==> config.mk <==
export PLATFORM = sky130hd
export DESIGN_NAME = parallel_program_port
export DESIGN_NICKNAME = d
export VERILOG_FILES = /design/src/hdl/ppp_pkg.sv /design/src/hdl/req_fifo.sv /design/src/hdl/prog_entry.sv /design/src/hdl/parallel_program_port.sv
export VERILOG_INCLUDE_DIRS = /design/src /design/src/hdl
export SDC_FILE = /design/constraint.sdc
export NUM_CORES = 1
export LEC_CHECK = 0
export BUFFER_PORTS_ARGS = -buffer_cell sky130_fd_sc_hd__buf_4
export CORE_ASPECT_RATIO = 1.5
export CORE_UTILIZATION = 45
export CTS_CLUSTER_SIZE = 28
export DETAILED_ROUTE_END_ITERATION = 12
export HOLD_SLACK_MARGIN = 0.02
export PLACE_DENSITY = 0.76
export SLEW_MARGIN = 20
export SYNTH_ARGS = -nofsm -noshare
export SYNTH_HDL_FRONTEND = slang
export SYNTH_SLANG_ARGS = --single-unit
export TNS_END_PERCENT = 1
==> constraint.sdc <==
create_clock -name mclk -period 2.9 [get_ports mclk]
set_input_delay 0.58 -clock mclk [delete_from_list [all_inputs] [get_ports mclk]]
set_output_delay 0.58 -clock mclk [all_outputs]
set_load 0.01 [all_outputs]
==> src/hdl/ppp_cfg.svh <==
`ifndef PPP_CFG_SVH
`define PPP_CFG_SVH
// ****************************************************************
// action select codes sampled at the load strobe
// ****************************************************************
`define ACT_ADDR 2'h0
`define ACT_DATA 2'h1
`define ACT_CMD 2'h2
`define ACT_IDLE 2'h3
// byte select pair during address loading
`define BSEL_LO 2'h0
`define BSEL_HI 2'h1
`define BSEL_EXT 2'h2
// command bytes
`define CMD_NOP 8'h00
`define CMD_ERASE 8'h80
`define CMD_WR_FUSE 8'h40
`define CMD_WR_LOCK 8'h20
`define CMD_WR_FLASH 8'h10
`define CMD_WR_EE 8'h11
`define CMD_RD_SIG 8'h08
`define CMD_RD_FUSE 8'h04
`define CMD_RD_FLASH 8'h02
`define CMD_RD_EE 8'h03
// memory geometry
`define FLASH_ADDR_W 14
`define FLASH_WORD_W 7
`define EE_ADDR_W 10
`define EE_BYTE_W 3
// reset values and entry timing
`define RESET_BYTE 8'h00
`define ENTRY_PINS_IDLE 4'h0
`define MCLK_PERIOD_NS 25
`define ENTRY_QUIET_NS 100
`define ENTRY_QUIET_CYC ((`ENTRY_QUIET_NS + `MCLK_PERIOD_NS - 1) / `MCLK_PERIOD_NS)
`endif

==> src/hdl/ppp_pkg.sv <==
package ppp_pkg;
    // operations handed to the nonvolatile macro
    typedef enum logic [3:0] {
        OP_NONE = 4'h0,
        OP_LATCH_FLASH = 4'h1,
        OP_LATCH_EE = 4'h2,
        OP_PROG_FLASH = 4'h3,
        OP_PROG_EE = 4'h4,
        OP_WR_FUSE = 4'h5,
        OP_WR_LOCK = 4'h6,
        OP_ERASE_FLASH = 4'h7,
        OP_ERASE_EE = 4'h8,
        OP_ERASE_LOCK = 4'h9,
        OP_END = 4'ha
    } nvm_op_type;
    typedef struct packed {
        nvm_op_type op;
        logic [15:0] addr;
        logic [15:0] data;
        logic [1:0] bsel;
    } nvm_req_type;
    typedef struct packed {
        logic [7:0] cmd;
        logic [23:0] addr;
        logic [1:0] bsel;
    } rd_req_type;
    typedef struct packed {
        logic load_strobe;
        logic page_latch_strobe;
        logic action_select_hi;
        logic action_select_lo;
        logic byte_select_hi;
        logic byte_select_lo;
        logic wr_n;
        logic oe_n;
    } ctl_pins_type;
    typedef enum logic [2:0] {
        ST_IDLE = 3'b001,
        ST_ISSUE = 3'b010,
        ST_BUSY = 3'b100
    } state_type;
endpackage : ppp_pkg

==> src/hdl/req_fifo.sv <==
`timescale 1ns/1ps
module req_fifo #(
    parameter int WIDTH = 38,
    parameter int DEPTH = 2
) (
    // clock and reset
    input wire logic mclk,
    input wire logic nrst,
    // filling side
    input wire logic in_valid,
    output logic in_ready,
    input wire logic [WIDTH-1:0] in_data,
    // draining side
    output logic out_valid,
    input wire logic out_ready,
    output logic [WIDTH-1:0] out_data
);
    localparam int AW = (DEPTH > 1) ? $clog2(DEPTH) : 1;
    logic [WIDTH-1:0] slot_r [DEPTH];
    logic [AW-1:0] wr_idx_r;
    logic [AW-1:0] rd_idx_r;
    logic [AW:0] count_r;
    logic push;
    logic pop;
    // full and empty come straight from the count
    assign in_ready = (count_r != (AW+1)'(DEPTH));
    assign out_valid = (count_r != '0);
    assign out_data = slot_r[rd_idx_r];
    assign push = in_valid && in_ready;
    assign pop = out_valid && out_ready;
    // storage written at the write index only
    always_ff @(posedge mclk) begin
        if (push) begin
            slot_r[wr_idx_r] <= in_data;
        end
    end
    // pointers wrap at the depth, count tracks occupancy
    always_ff @(posedge mclk) begin
        if (!nrst) begin
            wr_idx_r <= '0;
            rd_idx_r <= '0;
            count_r <= '0;
        end else begin
            if (push) begin
                wr_idx_r <= (wr_idx_r == AW'(DEPTH - 1)) ? '0 : wr_idx_r + 1'b1;
            end
            if (pop) begin
                rd_idx_r <= (rd_idx_r == AW'(DEPTH - 1)) ? '0 : rd_idx_r + 1'b1;
            end
            count_r <= count_r + (AW+1)'(push) - (AW+1)'(pop);
        end
    end
endmodule : req_fifo

==> src/hdl/prog_entry.sv <==
`timescale 1ns/1ps
`include "ppp_cfg.svh"
module prog_entry (
    // clock and reset
    input wire logic mclk,
    input wire logic nrst,
    // entry inputs
    input wire logic hv_present,
    input wire logic [3:0] entry_pins,
    // result
    output logic prog_mode
);
    logic hv_prev_r;
    logic watch_r;
    logic mode_r;
    logic fail_r;
    logic [3:0] quiet_cnt_r;
    logic hv_rise;
    assign hv_rise = hv_present && !hv_prev_r;
    assign prog_mode = mode_r;
    // watch the entry pins through the quiet window after the high voltage arrives
    always_ff @(posedge mclk) begin
        if (!nrst || !hv_present) begin
            hv_prev_r <= 1'b0;
            watch_r <= 1'b0;
            mode_r <= 1'b0;
            fail_r <= 1'b0;
            quiet_cnt_r <= '0;
        end else begin
            hv_prev_r <= 1'b1;
            if (hv_rise) begin
                watch_r <= (entry_pins == `ENTRY_PINS_IDLE);
                fail_r <= (entry_pins != `ENTRY_PINS_IDLE);
                quiet_cnt_r <= 4'(`ENTRY_QUIET_CYC);
            end else if (watch_r) begin
                if (entry_pins != `ENTRY_PINS_IDLE) begin
                    watch_r <= 1'b0;
                    fail_r <= 1'b1;
                end else if (quiet_cnt_r == 4'h1) begin
                    watch_r <= 1'b0;
                    mode_r <= 1'b1;
                end else begin
                    quiet_cnt_r <= quiet_cnt_r - 4'h1;
                end
            end
        end
    end
endmodule : prog_entry

==> src/hdl/parallel_program_port.sv <==
`timescale 1ns/1ps
`include "ppp_cfg.svh"
module parallel_program_port (
    // clock and reset
    input wire logic mclk,
    input wire logic nrst,
    // high voltage detect and live fuse
    input wire logic hv_present,
    input wire logic eeprom_keep_fuse,
    // programmer strobes and selects
    input wire ppp_pkg::ctl_pins_type pins,
    // data bus, split into its three signals
    input wire logic [7:0] data_in,
    output logic [7:0] data_out,
    output logic data_oe_n,
    // handshake and mode
    output logic prog_ready,
    output logic prog_mode,
    // request stream to the nonvolatile macro
    output logic nvm_req_valid,
    input wire logic nvm_req_ready,
    output ppp_pkg::nvm_req_type nvm_req,
    input wire logic nvm_done,
    // read path
    output ppp_pkg::rd_req_type rd_req,
    input wire logic [7:0] rd_data
);
    import ppp_pkg::*;

    // ****************************************************************
    // command decoding
    // ****************************************************************
    // operation started by a write pulse, none when the command has no write
    function automatic nvm_op_type wr_op(input logic [7:0] cmd, input logic [1:0] bsel);
        nvm_op_type op;
        op = OP_NONE;
        unique case (cmd)
            `CMD_ERASE: op = OP_ERASE_FLASH;
            `CMD_WR_FUSE: op = OP_WR_FUSE;
            `CMD_WR_LOCK: op = OP_WR_LOCK;
            `CMD_WR_FLASH: op = (bsel == `BSEL_LO) ? OP_PROG_FLASH : OP_NONE;
            `CMD_WR_EE: op = (bsel == `BSEL_LO) ? OP_PROG_EE : OP_NONE;
            default: op = OP_NONE;
        endcase
        return op;
    endfunction : wr_op

    // true for the four read commands
    function automatic logic is_read(input logic [7:0] cmd);
        return cmd == `CMD_RD_SIG || cmd == `CMD_RD_FUSE ||
            cmd == `CMD_RD_FLASH || cmd == `CMD_RD_EE;
    endfunction : is_read

    // ****************************************************************
    // signals
    // ****************************************************************
    logic load_prev_r;
    logic latch_prev_r;
    logic wr_prev_r;
    logic load_rise;
    logic latch_rise;
    logic wr_fall;
    logic [1:0] action;
    logic [1:0] bsel;
    logic [3:0] entry_pins;
    logic [7:0] cmd_r;
    logic [7:0] addr_lo_r;
    logic [7:0] addr_hi_r;
    logic [7:0] addr_ext_r;
    logic [7:0] data_lo_r;
    logic [7:0] data_hi_r;
    logic [7:0] data_out_r;
    logic [`FLASH_ADDR_W-1:0] flash_addr;
    logic [`FLASH_WORD_W-1:0] word_in_page_index;
    logic [`FLASH_ADDR_W-`FLASH_WORD_W-1:0] flash_page_index;
    logic [`EE_ADDR_W-1:0] eeprom_addr;
    logic [`EE_BYTE_W-1:0] ee_byte_index;
    logic [`EE_ADDR_W-`EE_BYTE_W-1:0] ee_page_index;
    logic page_cmd;
    logic nop_load;
    nvm_op_type start_op;
    state_type state_r;
    nvm_req_type req_r;
    logic req_in_ready;

    assign action = {pins.action_select_hi, pins.action_select_lo};
    assign bsel = {pins.byte_select_hi, pins.byte_select_lo};
    // entry pins, most significant first
    assign entry_pins = {pins.page_latch_strobe, action, pins.byte_select_lo};

    // ****************************************************************
    // programming mode entry
    // ****************************************************************
    prog_entry u_entry (
        .mclk(mclk),
        .nrst(nrst),
        .hv_present(hv_present),
        .entry_pins(entry_pins),
        .prog_mode(prog_mode)
    );

    // ****************************************************************
    // strobe edges
    // ****************************************************************
    // previous strobe levels; strobes count only inside programming mode
    always_ff @(posedge mclk) begin
        if (!nrst) begin
            load_prev_r <= 1'b0;
            latch_prev_r <= 1'b0;
            wr_prev_r <= 1'b1;
        end else begin
            load_prev_r <= pins.load_strobe;
            latch_prev_r <= pins.page_latch_strobe;
            wr_prev_r <= pins.wr_n;
        end
    end
    assign load_rise = prog_mode && pins.load_strobe && !load_prev_r;
    assign latch_rise = prog_mode && pins.page_latch_strobe && !latch_prev_r;
    assign wr_fall = prog_mode && !pins.wr_n && wr_prev_r;

    // ****************************************************************
    // address arithmetic
    // ****************************************************************
    // word index from low bits, page from the rest; low byte top bits join the page
    assign flash_addr = {addr_hi_r[`FLASH_ADDR_W-9:0], addr_lo_r};
    assign word_in_page_index = flash_addr[`FLASH_WORD_W-1:0];
    assign flash_page_index = flash_addr[`FLASH_ADDR_W-1:`FLASH_WORD_W];
    assign eeprom_addr = {addr_hi_r[`EE_ADDR_W-9:0], addr_lo_r};
    assign ee_byte_index = eeprom_addr[`EE_BYTE_W-1:0];
    assign ee_page_index = eeprom_addr[`EE_ADDR_W-1:`EE_BYTE_W];
    assign page_cmd = (cmd_r == `CMD_WR_FLASH) || (cmd_r == `CMD_WR_EE);
    assign start_op = wr_op(cmd_r, bsel);
    assign nop_load = load_rise && action == `ACT_CMD && data_in == `CMD_NOP;

    // ****************************************************************
    // load registers
    // ****************************************************************
    // command and address bytes persist across operations; a command is
    // refused while busy so the running operation keeps its decode
    always_ff @(posedge mclk) begin
        if (!nrst) begin
            cmd_r <= `CMD_NOP;
            addr_lo_r <= `RESET_BYTE;
            addr_hi_r <= `RESET_BYTE;
            addr_ext_r <= `RESET_BYTE;
            data_lo_r <= `RESET_BYTE;
            data_hi_r <= `RESET_BYTE;
        end else if (!prog_mode) begin
            cmd_r <= `CMD_NOP;
        end else if (load_rise) begin
            unique case (action)
                `ACT_ADDR: begin
                    unique case (bsel)
                        `BSEL_LO: addr_lo_r <= data_in;
                        `BSEL_HI: addr_hi_r <= data_in;
                        `BSEL_EXT: addr_ext_r <= data_in;
                        default: ; // reserved select, nothing loaded
                    endcase
                end
                `ACT_DATA: begin
                    if (pins.byte_select_lo) begin
                        data_hi_r <= data_in;
                    end else begin
                        data_lo_r <= data_in;
                    end
                end
                `ACT_CMD: begin
                    if (state_r == ST_IDLE) begin
                        cmd_r <= data_in;
                    end
                end
                `ACT_IDLE: ; // no action
            endcase
        end
    end

    // ****************************************************************
    // operation sequencer
    // ****************************************************************
    // one request at a time; erase walks flash, eeprom (skipped when eeprom_keep_fuse is set), then lock bits so the
    // lock is only released once the program memory is gone
    always_ff @(posedge mclk) begin
        if (!nrst || !prog_mode) begin
            state_r <= ST_IDLE;
            req_r <= '0;
        end else begin
            unique case (state_r)
                ST_IDLE: begin
                    if (nop_load) begin
                        req_r <= '{op: OP_END, addr: '0, data: '0, bsel: bsel};
                        state_r <= ST_ISSUE;
                    end else if (latch_rise && pins.byte_select_lo && page_cmd) begin
                        req_r <= '{op: (cmd_r == `CMD_WR_EE) ? OP_LATCH_EE : OP_LATCH_FLASH,
                            addr: (cmd_r == `CMD_WR_EE) ? 16'(ee_byte_index) :
                            16'(word_in_page_index),
                            data: {data_hi_r, data_lo_r}, bsel: bsel};
                        state_r <= ST_ISSUE;
                    end else if (wr_fall && start_op != OP_NONE) begin
                        req_r <= '{op: start_op,
                            addr: (start_op == OP_PROG_EE) ? 16'(ee_page_index) :
                            16'(flash_page_index),
                            data: {data_hi_r, data_lo_r}, bsel: bsel};
                        state_r <= ST_ISSUE;
                    end
                end
                ST_ISSUE: begin
                    if (req_in_ready) begin
                        if (req_r.op == OP_LATCH_FLASH || req_r.op == OP_LATCH_EE ||
                            req_r.op == OP_END) begin
                            state_r <= ST_IDLE;
                        end else begin
                            state_r <= ST_BUSY;
                        end
                    end
                end
                ST_BUSY: begin
                    if (nvm_done) begin
                        if (req_r.op == OP_ERASE_FLASH) begin
                            req_r.op <= eeprom_keep_fuse ? OP_ERASE_LOCK : OP_ERASE_EE;
                            state_r <= ST_ISSUE;
                        end else if (req_r.op == OP_ERASE_EE) begin
                            req_r.op <= OP_ERASE_LOCK;
                            state_r <= ST_ISSUE;
                        end else begin
                            state_r <= ST_IDLE;
                        end
                    end
                end
            endcase
        end
    end

    // ready whenever the sequencer is idle, even while a latch or end request still waits in the buffer
    assign prog_ready = (state_r == ST_IDLE);

    // ****************************************************************
    // request buffer
    // ****************************************************************
    // a macro stall backs up here and holds the sequencer in its issue state
    req_fifo #(
        .WIDTH($bits(nvm_req_type)),
        .DEPTH(2)
    ) u_req_fifo (
        .mclk(mclk),
        .nrst(nrst),
        .in_valid(state_r == ST_ISSUE),
        .in_ready(req_in_ready),
        .in_data(req_r),
        .out_valid(nvm_req_valid),
        .out_ready(nvm_req_ready),
        .out_data(nvm_req)
    );

    // ****************************************************************
    // read path
    // ****************************************************************
    assign rd_req = '{cmd: cmd_r, addr: {addr_ext_r, addr_hi_r, addr_lo_r}, bsel: bsel};
    // read byte is registered, so it trails a select change by one cycle
    always_ff @(posedge mclk) begin
        if (!nrst) begin
            data_out_r <= `RESET_BYTE;
        end else if (!pins.oe_n && is_read(cmd_r)) begin
            data_out_r <= rd_data;
        end
    end
    assign data_out = data_out_r;
    assign data_oe_n = !(prog_mode && !pins.oe_n && is_read(cmd_r));
endmodule : parallel_program_port

==> results of run 1 <==
==> cells in the mapped netlist, drive strengths merged, types with 6 or more instances <==
cell type	count
xnor2	6
dfxtp	103
nor2	29
buf	27
mux2	29
nor2b	53
o21ai	33
inv	14
edfxtp	58
mux2i	62
clkbuf	22
nor3	6
nand3	40
and2	9
a21oi	16
nand2	26
nand3b	7
==> logic make-up (layout without fill, tap and decap cells) <==
family | after synthesis | after routing | share of synthesized area
and+or+nand+nor | 197 | 197 | 0.1642
DFF | 161 | 161 | 0.5523
muxes | 91 | 91 | 0.1375
AOI/OAI and AO/OA | 81 | 81 | 0.07976
buffers and inverters | 63 | 161 | 0.04815
xor gates and xnor gates | 8 | 8 | 0.01017
adders and majority gates | 4 | 4 | 0.007268
other | 1 | 9 | 0.0005445
==> layer usage <==
metal	part of all wire	up-vias	global-route usage
met1	0.41	2215	0.2278
met2	0.53	136	0.3330
met4	0.017	0	0.07780
met5	0	-	0
met3	0.052	25	0.05000
li1	-	2331	-
==> power breakdown <==
part | internal [mW] | total, mW | switching (mW)
clock network | 1.23 | 2.19 | 0.963
logic | 0.0869 | 0.182 | 0.0951
registers | 2.33 | 2.34 | 0.00612
total | 3.65 | 4.71 | 1.06
==> through the flow <==
stage	hold slack, ps	std cells	utilization	cell area [µm²]	total power, mW
floorplan	423.7	614	-	6917	2.505
global placement	438.3	879	0.5176	7765	2.570
detailed placement	444.6	879	0.5176	7765	2.575
CTS	355.0	911	0.5569	8354	4.750
global route	367.0	911	0.5569	8354	4.859
finish	368.5	911	0.5569	8354	4.711
==> worst paths after layout <==
| path | from | to | cells after the start | slack [ps] |
|---|---|---|---|---|
| max reg2reg | cmd_r[4] | req_r[24] | 7 | 640 |
| min reg2reg | req_r[7] | u_req_fifo.slot_r[1][7] | 0 | 460 |
| min | pins[1] | wr_prev_r | 2 | 370 |
| max | cmd_r[2] | data_oe_n | 6 | 490 |
==> cell type report <==
type	count	area, µm²	area share
multi-input combinational	390	2784	0.3332
clock buffer	17	425.4	0.05092
tap	199	249.0	0.02980
inverter	14	52.55	0.006290
sequential	161	3804	0.4553
clock inverter	15	163.9	0.01962
timing repair buffer	115	875.8	0.1048
==> worst register-to-register path, cell delays in order (launching register included) <==
cell and delay, ps:
dfxtp_1 540, nor4b_4 420, nand3_4 270, nand2_2 170, a222oi_1 140, buf_12 210
a2111oi_2 330, a31o_1 140
==> flip-flops by register name, summed over array words and instances, names as in the netlist, 2 cells and up, named ones only <==
signal,count
cmd_r,8
data_hi_r,8
addr_lo_r,8
data_lo_r,8
req_r,29
u_req_fifo.slot_r,58
addr_hi_r,8
state_r,3
addr_ext_r,8
data_out,8
u_req_fifo.count_r,2
u_entry.quiet_cnt_r,4
==> results.md, run 1 <==
- The via count of the first global-routing pass came to around 4.8k.
- The fraction of synthesized cell area taken by the top area cell type is 0.2994.
- The library cell with the largest summed area after synthesis is dfxtp_1.
- The cell family contributing the most delay on the critical path is flip-flops.
- The synthesized instance count is about 600.
- The worst setup path is launched from a flop.
- In the finished design, the share of the clock period the worst path needs comes to 0.8318.
- The worst stage delay on the critical path is approximately 450 ps.
- Averaged over all synthesized cells, the footprint is ~11 µm².
- The critical path class is reg2out.
- The total buffers and inverters traversed by the critical path is 2.
- The largest driver fanout on the critical path is 9.
- The number of violations reported at the end of detailed-routing iteration 0 is between 200 and 300.
- Yosys mapped the design onto 55 distinct sky130hd cell types.
- The DRC violation count after routing is 0.
- The count of antenna diodes in the layout is 0.
- The required time of the critical path is about 2300 ps.
- For this design the static power due to leakage is approximately 3.1 nW.
- Routability-driven placement finished with a final weighted congestion of roughly 0.86.
- STA classifies the critical path endpoint as a primary output.
- The CTS buffer count is 17.
- The most numerous cell type found on the critical path is buf_4.
- The post-layout net count is 733.
- Setup repair after global routing left no endpoint under its margin.
- Sorting the synthesized cells by area gives the leading types as dfxtp_1 (30%), edfxtp_1 (25%), mux2i_1 (9.0%).
- The number of buffers on the longest clock path is 2.
- The tool flagged a number of max-cap violations equal to 0.
- The post-cts resize count is 0.
- During synthesis, Yosys emitted a total of 0 warnings.
- The die width is 103.0 µm.
- The number of vias per cell is a little over 5.
- The mapped netlist covers 0.006887 mm².
- After clock tree synthesis, the setup repair step added 0 buffers.
- The commonest non-fill, non-tap cell in the layout is buf_4.
- On the critical path, the stage with the largest delay is an instance of dfxtp_1.
- Setup violations remaining at the end of the flow were counted as 0.
- The total wirelength of the detailed-routed design is ~14 mm.
- The top-level I/O count is 114.
- IR analysis of the VDD net gives a maximum drop of 388.2 µV.
- The wire length of the first global-routing pass is ~24 mm.
- The clock period minus worst slack is 2412 ps.
- Traced cell by cell, the critical path runs through xor2_1 > a22oi_1 > nor3_1 > buf_4 > nand2_1 > buf_4.
- The initial core utilization is 0.4590.
- The worst slack after detailed placement is 455.4 ps.
- The clock drives 161 sinks.
- Across the routed clock network, the largest skew measured is 9.921 ps.
- The H-tree was split into 4 levels.
- The number of hold-slack violations in the final timing report is 0.
- At the later pin of the worst-skew pair, clock insertion delay measures around 420 ps.
- The wire length per cell is 15.74 µm.
- During placement, the flow inserted port buffers numbering approximately 100.
- The number of standard-cell rows in the floorplan is 55.
- The sequential fraction of the synthesis area is 0.5523.
- The overall routing resource usage is 0.1943.
- The max-slew violation count is 0.
- The hold buffer count at CTS is 0.
- The count of nets left with antenna violations once routing finished came out at 0.
- The most frequently used flop master after synthesis is dfxtp_1.
- Once detailed placement completed, the half-perimeter wirelength came to 10.20 mm.
- Before antenna repair, the detailed router went through 4 iterations.
- Entering global routing, the biggest net connects between 50 and 60 pins.
- The number of fill cells in the layout is ~1.3k.
- Synthesis inferred ~160 register bits.
- The number of antenna violations at the first check in global routing was 0.
- The die extent in y is between 150 and 200 µm.
- The async set-or-reset flop fraction in the synthesized netlist is 0.
- The run finished with clean final reports.
- The remaining global-route overflow is 0.
- Dividing total power by cell area gives a power density of roughly 560 mW/mm².
- Summed over all failing endpoints, the final setup total negative slack is 0 ps.
- Of the cells placed in the final design, the portion with a size suffix greater than 1 is 0.2697.
- The area growth from synthesis to layout is 21.31%.
- The floorplan step defined a die boundary enclosing 0.01581 mm².
- The placeable core area is around 0.015 mm².
- In the layout the commonest cells are buf_4 (114), dfxtp_1 (103), mux2i_1 (62), edfxtp_1 (58), nor2b_1 (53).
- CTS placed an instance of clkbuf_16 at the clock tree root.
- The maximum clock rate is roughly 0.41 GHz.
- The worst min-delay path class is in2reg.
- Summing over every cut layer, the via total after detailed routing is ~4.7k.
- Clock-pin slew was measured on the worst setup and hold paths at approximately 60 ps.
- The normalized max-slew margin is 0.5972.
- The least setup slack across all paths after layout is between 400 and 500 ps.
- TritonCTS built the clock tree.
- At the pin with the least slew margin, the transition time is ~600 ps.
- In this run, synthesis inferred 58 flip-flops with an integrated enable.
- Data on the critical path arrives at its endpoint at 1830 ps.
Power figures use the tool's default switching activity.
==> run 2: changes to the inputs <==
Clock period 2.9 ns to 2.4 ns, I/O delays scaled along.
==> run 2 against run 1 <==
Register-to-register slack worse by 390 ps; clock-buffer cell count up 4; final cell count is 0.55% higher; global-route usage increased by 0.33 points; largest power group unchanged; sequential share of layout area decreased by 0.11 points; hold slack got worse by 120 ps; worst setup slack got worse by 250 ps; wire length is 3.3% higher; cell area grew 0.30%; die area did not move.
==> results.md, run 2 (synthesis results as in run 1) <==
- The worst ir drop on vdd is 460.5 µV (+19%).
- The CTS root buffer is clkbuf_16.
- The power density of the placed cells is 663.2 mW/mm² (+18%).
- The total die area was 0.01581 mm² (unchanged).
- The worst min-delay path startpoint is pins[1].
- The DRC violation count after routing is 0 (unchanged).
- The area taken by multi-input logic gates is 0.002789 mm² (+0.18%).
- The final setup violation count is 0 (unchanged).
- The number of port buffers came to 104 (unchanged).
- The largest register by flop count is u_req_fifo.slot_r.
- The largest driver fanout on the critical path was 6 (-3).
- The number of hold-slack violations in the final timing report was 0 (unchanged).
- The static leakage is 3.111 nW (+0.16%).
- The top cell types in the final layout, fill and taps aside, are buf_4 (117), dfxtp_1 (101), mux2i_1 (62), edfxtp_1 (58), nor2b_1 (53).
- The arrival time of the worst setup path was 1680 ps (-150 ps).
- The count of cells along the worst hold path is 2 (unchanged).
- The number of antenna-violating nets in the routed design is 0 (unchanged).
- The required time of the critical path came to 1920 ps (-400 ps).
- The worst hold path belongs to the class in2reg.
- The number of max-capacitance violations reported was 0 (unchanged).
- The die extent in y is 153.5 µm (unchanged).
- The clock period minus worst slack is roughly 2200 ps.
- The post-layout total power was 5.557 mW (+18%).
- The summed area of non-filler cells in the final layout was 0.008379 mm² (+0.30%).
- The post-layout net count was 738 (+0.68%).
- The flip-flop count of the largest register after layout is 58 (unchanged).
- The via count of the first global-routing pass is 4759 (+0.084%).
- The capturing element type of the critical path is a primary output.
- The number of vias per cell is 5.225 (+1.1%).
- The post-route clock skew is 10.87 ps (+0.9462 ps).
- Leaving out fill and tap cells, the most frequent cell in the layout is buf_4.
- The wire length of the first global-routing pass was 23.81 mm (+0.27%).
- The first-pass iteration count of the detailed router came to 5 (+1).
- The wire length per cell came to 16.18 µm (+2.7%).
- The number of buffers on the longest clock path came to 2 (unchanged).
- The overall routing resource usage came to 0.1977 (+0.003328).
- From synthesis to final layout, the design area changed by 21.68%.
- The maximum number of pins on one net before global-route repair is 58 (+7.4%).
- The placer's final routability congestion estimate is 0.9068 (+4.9%).
- The transition time at the pin with the least slew margin was 547.5 ps (-51.51 ps).
- The worst register-to-register path ends at req_r[4].
- The CTS tree is built.
- The count of cells along the worst register-to-register path is 8 (+1).
- The largest registers in the layout are u_req_fifo.slot_r: 58 flops, req_r: 29 flops.
- The placeable core area came to 0.01500 mm² (unchanged).
- The number of standard-cell rows in the floorplan was 55 (unchanged).
- The normalized max-slew margin came to 0.6350 (+0.03775).
- Derived from the worst setup path, the maximum achievable clock frequency is ~0.46 GHz.
- The count of antenna diodes in the layout is 0 (unchanged).
- The top-level I/O count is 114 (unchanged).
- The register-to-register setup slack came to 250 ps (-390 ps).
- The total wirelength of the detailed-routed design was 14.82 mm (+3.3%).
- By startpoint and endpoint, the worst setup path is classified as reg2out.
- The die width is 103.0 µm (unchanged).
- The post-route core utilization is 0.5585 (+0.001668).
- The sum of negative setup slack is 0 ps (unchanged).
- The run finished with clean final reports.
- The initial core utilization was 0.4590 (unchanged).
- Setup repair after global routing left no endpoint under its margin.
- The later-pin clock latency in the skew report is 420 ps (about the same).
- The number of antenna violations at the first check in global routing was 0 (unchanged).
- The endpoint of the worst hold path is wr_prev_r.
- The total via count in the routed design is 4786 (+1.7%).
- The tightest hold margin is 250.8 ps (-117.7 ps).
- The depth of the CTS H-tree is 4 (unchanged).
- The proportion of layout cells with a drive suffix above 1 is 0.2748 (+0.005093).
- The CTS buffer count is 17 (unchanged).
- The CTS clock-pin slew for the worst setup and hold paths is 60 ps (about the same).
- In this run the critical register-to-register path is launched from cmd_r[6].
- The number of sinks handled by clock tree synthesis is 161 (unchanged).
- The final worst-path cycle share is 0.9002.
- The sum of net half-perimeters after detailed placement is 10.54 mm (+3.3%).
- The max-slew violation count is 0 (unchanged).
- The number of fill cells in the layout is 1298 (-0.92%).
- The area taken by flip-flops and latches is 0.003806 mm² (about the same).
- The remaining global-route overflow is 0 (unchanged).
- The category of the worst setup path launch point is a flop.
- The number of violations reported at the end of detailed-routing iteration 0 is 225 (-23%).
- The instance area after placement was 0.007820 mm² (+0.71%).
run 2: cell count changes in the layout (fill, tap and decap cells not counted), sizes merged:
cell | previous run | this run
buf | 115 | 120
clkinv | 2 | 4
clkbuf | 17 | 21
inv | 24 | 17
clkinvlp | 2 | 3
run 2: area by class of cell:
class / instances / area share
sequential: 161 / 0.4542
multi-input combinational: 390 / 0.3328
timing repair buffer: 120 / 0.1109
clock buffer: 21 / 0.05376
tap: 199 / 0.02971
clock inverter: 11 / 0.01224
inverter: 14 / 0.006271
run 2: routing by layer:
metal / share of wire / track usage
met4: 0.020 / 0.07176
met1: 0.40 / 0.2245
met2: 0.53 / 0.3495
met3: 0.052 / 0.05136
met5: 0 / 0
run 2: what timing repair did:
action,CTS,global route
hold buffers,0,0
gates resized for setup,0,3
endpoints found under the setup margin,0,17
setup buffers,0,0
endpoints found under the hold margin,0,0
run 2: how the worst max path moves through the flow:
| stage | cells past startpoint | start | to | slack [ps] |
|---|---|---|---|---|
| after floorplan | 5 | u_req_fifo.count_r[1] | u_req_fifo.slot_r[1][0] | 370 |
| after global placement | 8 | data_in[2] | req_r[24] | 230 |
| after global routing | 8 | cmd_r[6] | req_r[7] | 30 |
| after detailed placement | 6 | pins[2] | u_entry.quiet_cnt_r[3] | 200 |
| after CTS | 8 | cmd_r[7] | req_r[7] | 150 |
| final | 5 | cmd_r[3] | data_oe_n | 240 |
run 2: stage by stage:
stage	instances	worst slack (ps)
5_1_grt	916	34.70
6_report	916	239.4
3_5_place_dp	884	199.4
4_1_cts	916	149.0
2_1_floorplan	614	367.6
3_3_place_gp	884	226.4
run 2: critical path, cell delays in order (launching register included):
cell and delay, ps:
dfxtp_1 480, xor2_1 180, a22oi_1 90, nor3_2 250, nand2_1 100, buf_4 160
run 2: power breakdown:
part / total (mW) / switching [mW] / internal, mW
combinational: 0.218 / 0.113 / 0.105
clock: 2.51 / 1.05 / 1.46
sequential: 2.83 / 0.00709 / 2.82
==> run 3: changes to the inputs <==
Settings changed: PLACE_DENSITY 0.76 to 0.75, SKIP_CTS_REPAIR_TIMING set to 1, SYNTH_HIERARCHICAL set to 1.
==> run 3 against run 2 <==
Final cell count grew 8.3%; hold slack improved by 3.8 ps; global-route usage down 0.66 points; clock skew decreased by 2.8 ps; first-iteration DRC count up 1.3%; cell area is 12% higher; die area grew 11%; synthesized cell count is 3.8% higher; via count up 9.8%; non-clock buffer count grew 19; critical endpoint unchanged; largest cell class unchanged.
==> results.md, run 3 <==
- The normalized max-slew margin was 0.3748 (-0.2602).
- The static leakage is 3.320 nW (+6.7%).
- The initial core utilization came to 0.4581 (-0.0009533).
- The number of port buffers is 113 (+8.7%).
- The sum of net half-perimeters after detailed placement is 11.96 mm (+14%).
- The post-synthesis share of cell area spent on xor and xnor gates came to 0.003436 (-0.006738).
- The number of hold-slack violations in the final timing report is 0 (unchanged).
- The worst ir drop on vdd is 427.3 µV (-7.2%).
- The post-route clock skew was 8.096 ps (-2.771 ps).
- The fraction of the mapped netlist area in compound gates is 0.06284 (-0.01692).
- In the layout the commonest cells are buf_4 (137), dfxtp_1 (102), mux2i_1 (92), edfxtp_1 (76), nand2_1 (57).
- The average size of a mapped cell is 12.16 µm² (+7.0%).
- The least setup slack across all paths after layout came to 113.5 ps (-125.9 ps).
- The remaining global-route overflow is 0 (unchanged).
- The depth of the CTS H-tree is 4 (unchanged).
- By startpoint and endpoint, the worst setup path is classified as reg2out.
- The number of antenna-violating nets in the routed design is 0 (unchanged).
- The top-level I/O count is 114 (unchanged).
- The maximum clock rate is 0.4374 GHz (-5.5%).
- The most numerous cell in the Yosys netlist is dfxtp_1.
- The maximum number of pins on one net before global-route repair was 39 (-33%).
- The count of different cell masters after synthesis came to 64 (+16%).
- In this design, the largest share of critical-path delay is due to simple AND/OR/NAND/NOR gates.
- The instance area after placement is 0.008825 mm² (+13%).
- The total wirelength of the detailed-routed design came to 16.44 mm (+11%).
- The CTS root buffer is clkbuf_16.
- By area, the combinational part of the netlist is dominated by multiplexers.
- The number of standard-cell rows in the floorplan is 58 (+5.5%).
- The wire length per cell was 16.57 µm (+2.5%).
- The proportion of layout cells with a drive suffix above 1 is 0.2596 (-0.01517).
- The CTS tree is built.
- The flop and latch count out of synthesis came to 179 (+11%).
- The die width is 108.4 µm (+5.3%).
- The flip-flop count of the largest register after layout was 76 (+31%).
- The number of max-capacitance violations reported was 0 (unchanged).
- The number of cells in the finished layout apart from fillers is 992 (+8.3%).
- In the final layout, the registers with the most flip-flops are u_req_fifo/slot_r: 76 flops, req_r: 29 flops.
- The worst min-delay path class is in2reg.
- The worst stage delay on the critical path was 580 ps (+100 ps).
- The number of vias per cell came to 5.297 (+1.4%).
- The final worst-path cycle share was 0.9527 (+0.05246).
- The synthesized instance count came to 629 (+3.8%).
- The die extent in y is 161.6 µm (+5.3%).
- The power density of the placed cells is 623.0 mW/mm² (-6.1%).
- The wire length of the first global-routing pass is 25.90 mm (+8.8%).
- The post-layout net count is 802 (+8.7%).
- The sum of negative setup slack came to 0 ps (unchanged).
- The via count of the first global-routing pass is 5117 (+7.5%).
- The total via count in the routed design is 5255 (+9.8%).
- The sequential fraction of the synthesis area is 0.5682 (+0.01583).
- The total die area was 0.01753 mm² (+11%).
- The number of violations reported at the end of detailed-routing iteration 0 is 228 (+1.3%).
- The overall routing resource usage is 0.1911 (-0.006573).
- The total buffers and inverters traversed by the critical path came to 1 (unchanged).
- The post-synth design cell area is 0.007646 mm² (+11%).
- The clock period minus worst slack is 2286 ps (+125.9 ps).
- The cell count after placement is 960 (+8.6%).
- The post-route core utilization is 0.5615 (+0.002995).
- The most frequently used flop master after synthesis is dfxtp_1.
- Setup repair after global routing left no endpoint under its margin.
- By area the synthesized netlist is led by edfxtp_1 (30%), dfxtp_1 (27%), mux2i_1 (12%).
- The post-layout total power came to 5.839 mW (+5.1%).
- The post-synthesis adder-cell area fraction is 0.004909 (-0.002358).
- The largest driver fanout on the critical path is 13 (+7).
- The max-slew violation count was 0 (unchanged).
- The area growth from synthesis to layout is 22.58%.
- The CTS clock-pin slew for the worst setup and hold paths is 70 ps (about the same).
- The slowest stage of the critical path belongs to the cell or4_1.
- The area share of and/or/nand/nor cells after synthesis came to 0.1483 (-0.01599).
- The run finished with clean final reports.
- The first-pass iteration count of the detailed router was 5 (unchanged).
- The final setup violation count is 0 (unchanged).
- The worst slack after detailed placement is 6.728 ps (-192.6 ps).
- The DRC violation count after routing came to 0 (unchanged).
- The synthesized design spends more area on one cell type than any other, namely edfxtp_1.
- The required time of the critical path was 1920 ps (about the same).
- The fraction of synthesized cell area taken by the top area cell type is 0.2985 (-0.0009405).
- The later-pin clock latency in the skew report is 420 ps (about the same).
- The number of buffers on the longest clock path is 2 (unchanged).
- More flip-flops sit in one register than any other, and that register is u_req_fifo/slot_r.
- In the synthesized netlist, the cells that appear most often are dfxtp_1 (103), mux2i_1 (92), edfxtp_1 (76), nand2_1 (57), nor2b_1 (53).
- The count of flip-flops with a built-in enable after synthesis was 76 (+31%).
- The summed area of non-filler cells in the final layout is 0.009373 mm² (+12%).
- The signal on the critical path passes through or4_1 > nor3_2 > nand2_1 > buf_4.
- The arrival time of the worst setup path is 1810 ps (+130 ps).
- The placeable core area is 0.01669 mm² (+11%).
- The capturing element type of the critical path is a primary output.
- The number of sinks handled by clock tree synthesis came to 179 (+11%).
- The CTS buffer count is 17 (unchanged).
- The placer's final routability congestion estimate was 0.8902 (-1.8%).
- The tightest hold margin is 254.6 ps (+3.789 ps).
- The transition time at the pin with the least slew margin was 932.7 ps (+385.2 ps).
- The number of antenna violations at the first check in global routing is 0 (unchanged).
- The portion of netlist area occupied by mux cells was 0.1793 (+0.04181).
- The category of the worst setup path launch point is a flop.
- The commonest non-fill, non-tap cell in the layout is buf_4.
- The async set-or-reset flop fraction in the synthesized netlist is 0 (unchanged).
- The count of synthesis-stage warnings from yosys is 6 (+6).
- The count of antenna diodes in the layout is 0 (unchanged).
run 3: cell types whose count changed after synthesis, moves of 9 or more:
cell and change:
mux2i_1 +30, o21ai_0 -18, nand2_1 +32, edfxtp_1 +18, mux2_1 +20, nand3_1 -32, buf_4 -10, mux2_2 -9
run 3: worst paths after layout:
check                           cells past startpoint       from  slack, ps                       end
worst max register to register                      4   cmd_r[5]        220                 req_r[24]
worst min register to register                      0  req_r[20]        460  u_req_fifo/slot_r[0][20]
worst min-delay path                                2    pins[1]        250                 wr_prev_r
worst max-delay path                                4   cmd_r[7]        110                 data_oe_n
run 3: per-layer routing:
metal / up-vias / wire [µm] / GRT usage
li1: 2545 / - / -
met1: 2508 / 6507 / 0.2205
met2: 163 / 8706 / 0.3366
met3: 39 / 676 / 0.03914
met4: 0 / 550 / 0.08231
met5: - / 0 / 0
run 3: power by group:
part           total (mW)  internal, mW  switching, mW
Combinational       0.130        0.0622         0.0683
Clock                2.55          1.37           1.18
Sequential           3.16          3.15        0.00240
Total                5.84          4.59           1.25
run 3: kinds of logic (layout without fill, tap and decap cells):
family	after synthesis	in the layout
other cells	1	18
xor+xnor	3	3
compound gates	67	67
simple gates	201	201
buf+inv	43	179
mux	132	132
flops	179	179
fa+ha+maj	3	3
run 3: area by class of cell:
type | instances | area (µm²)
flip-flops and latches | 179 | 4345
inverters | 8 | 30.03
clock buffers | 20 | 446.7
repair buffers | 139 | 1069
clock inverters | 12 | 96.34
multi-input cells | 424 | 3123
fillers | 1424 | 7318
well taps | 210 | 262.8
run 3: worst register-to-register path, stage by stage (launching register included):
cell,delay (ps)
dfxtp_1,450
or4_4,540
or3_1,610
a211o_1,360
mux2i_1,150
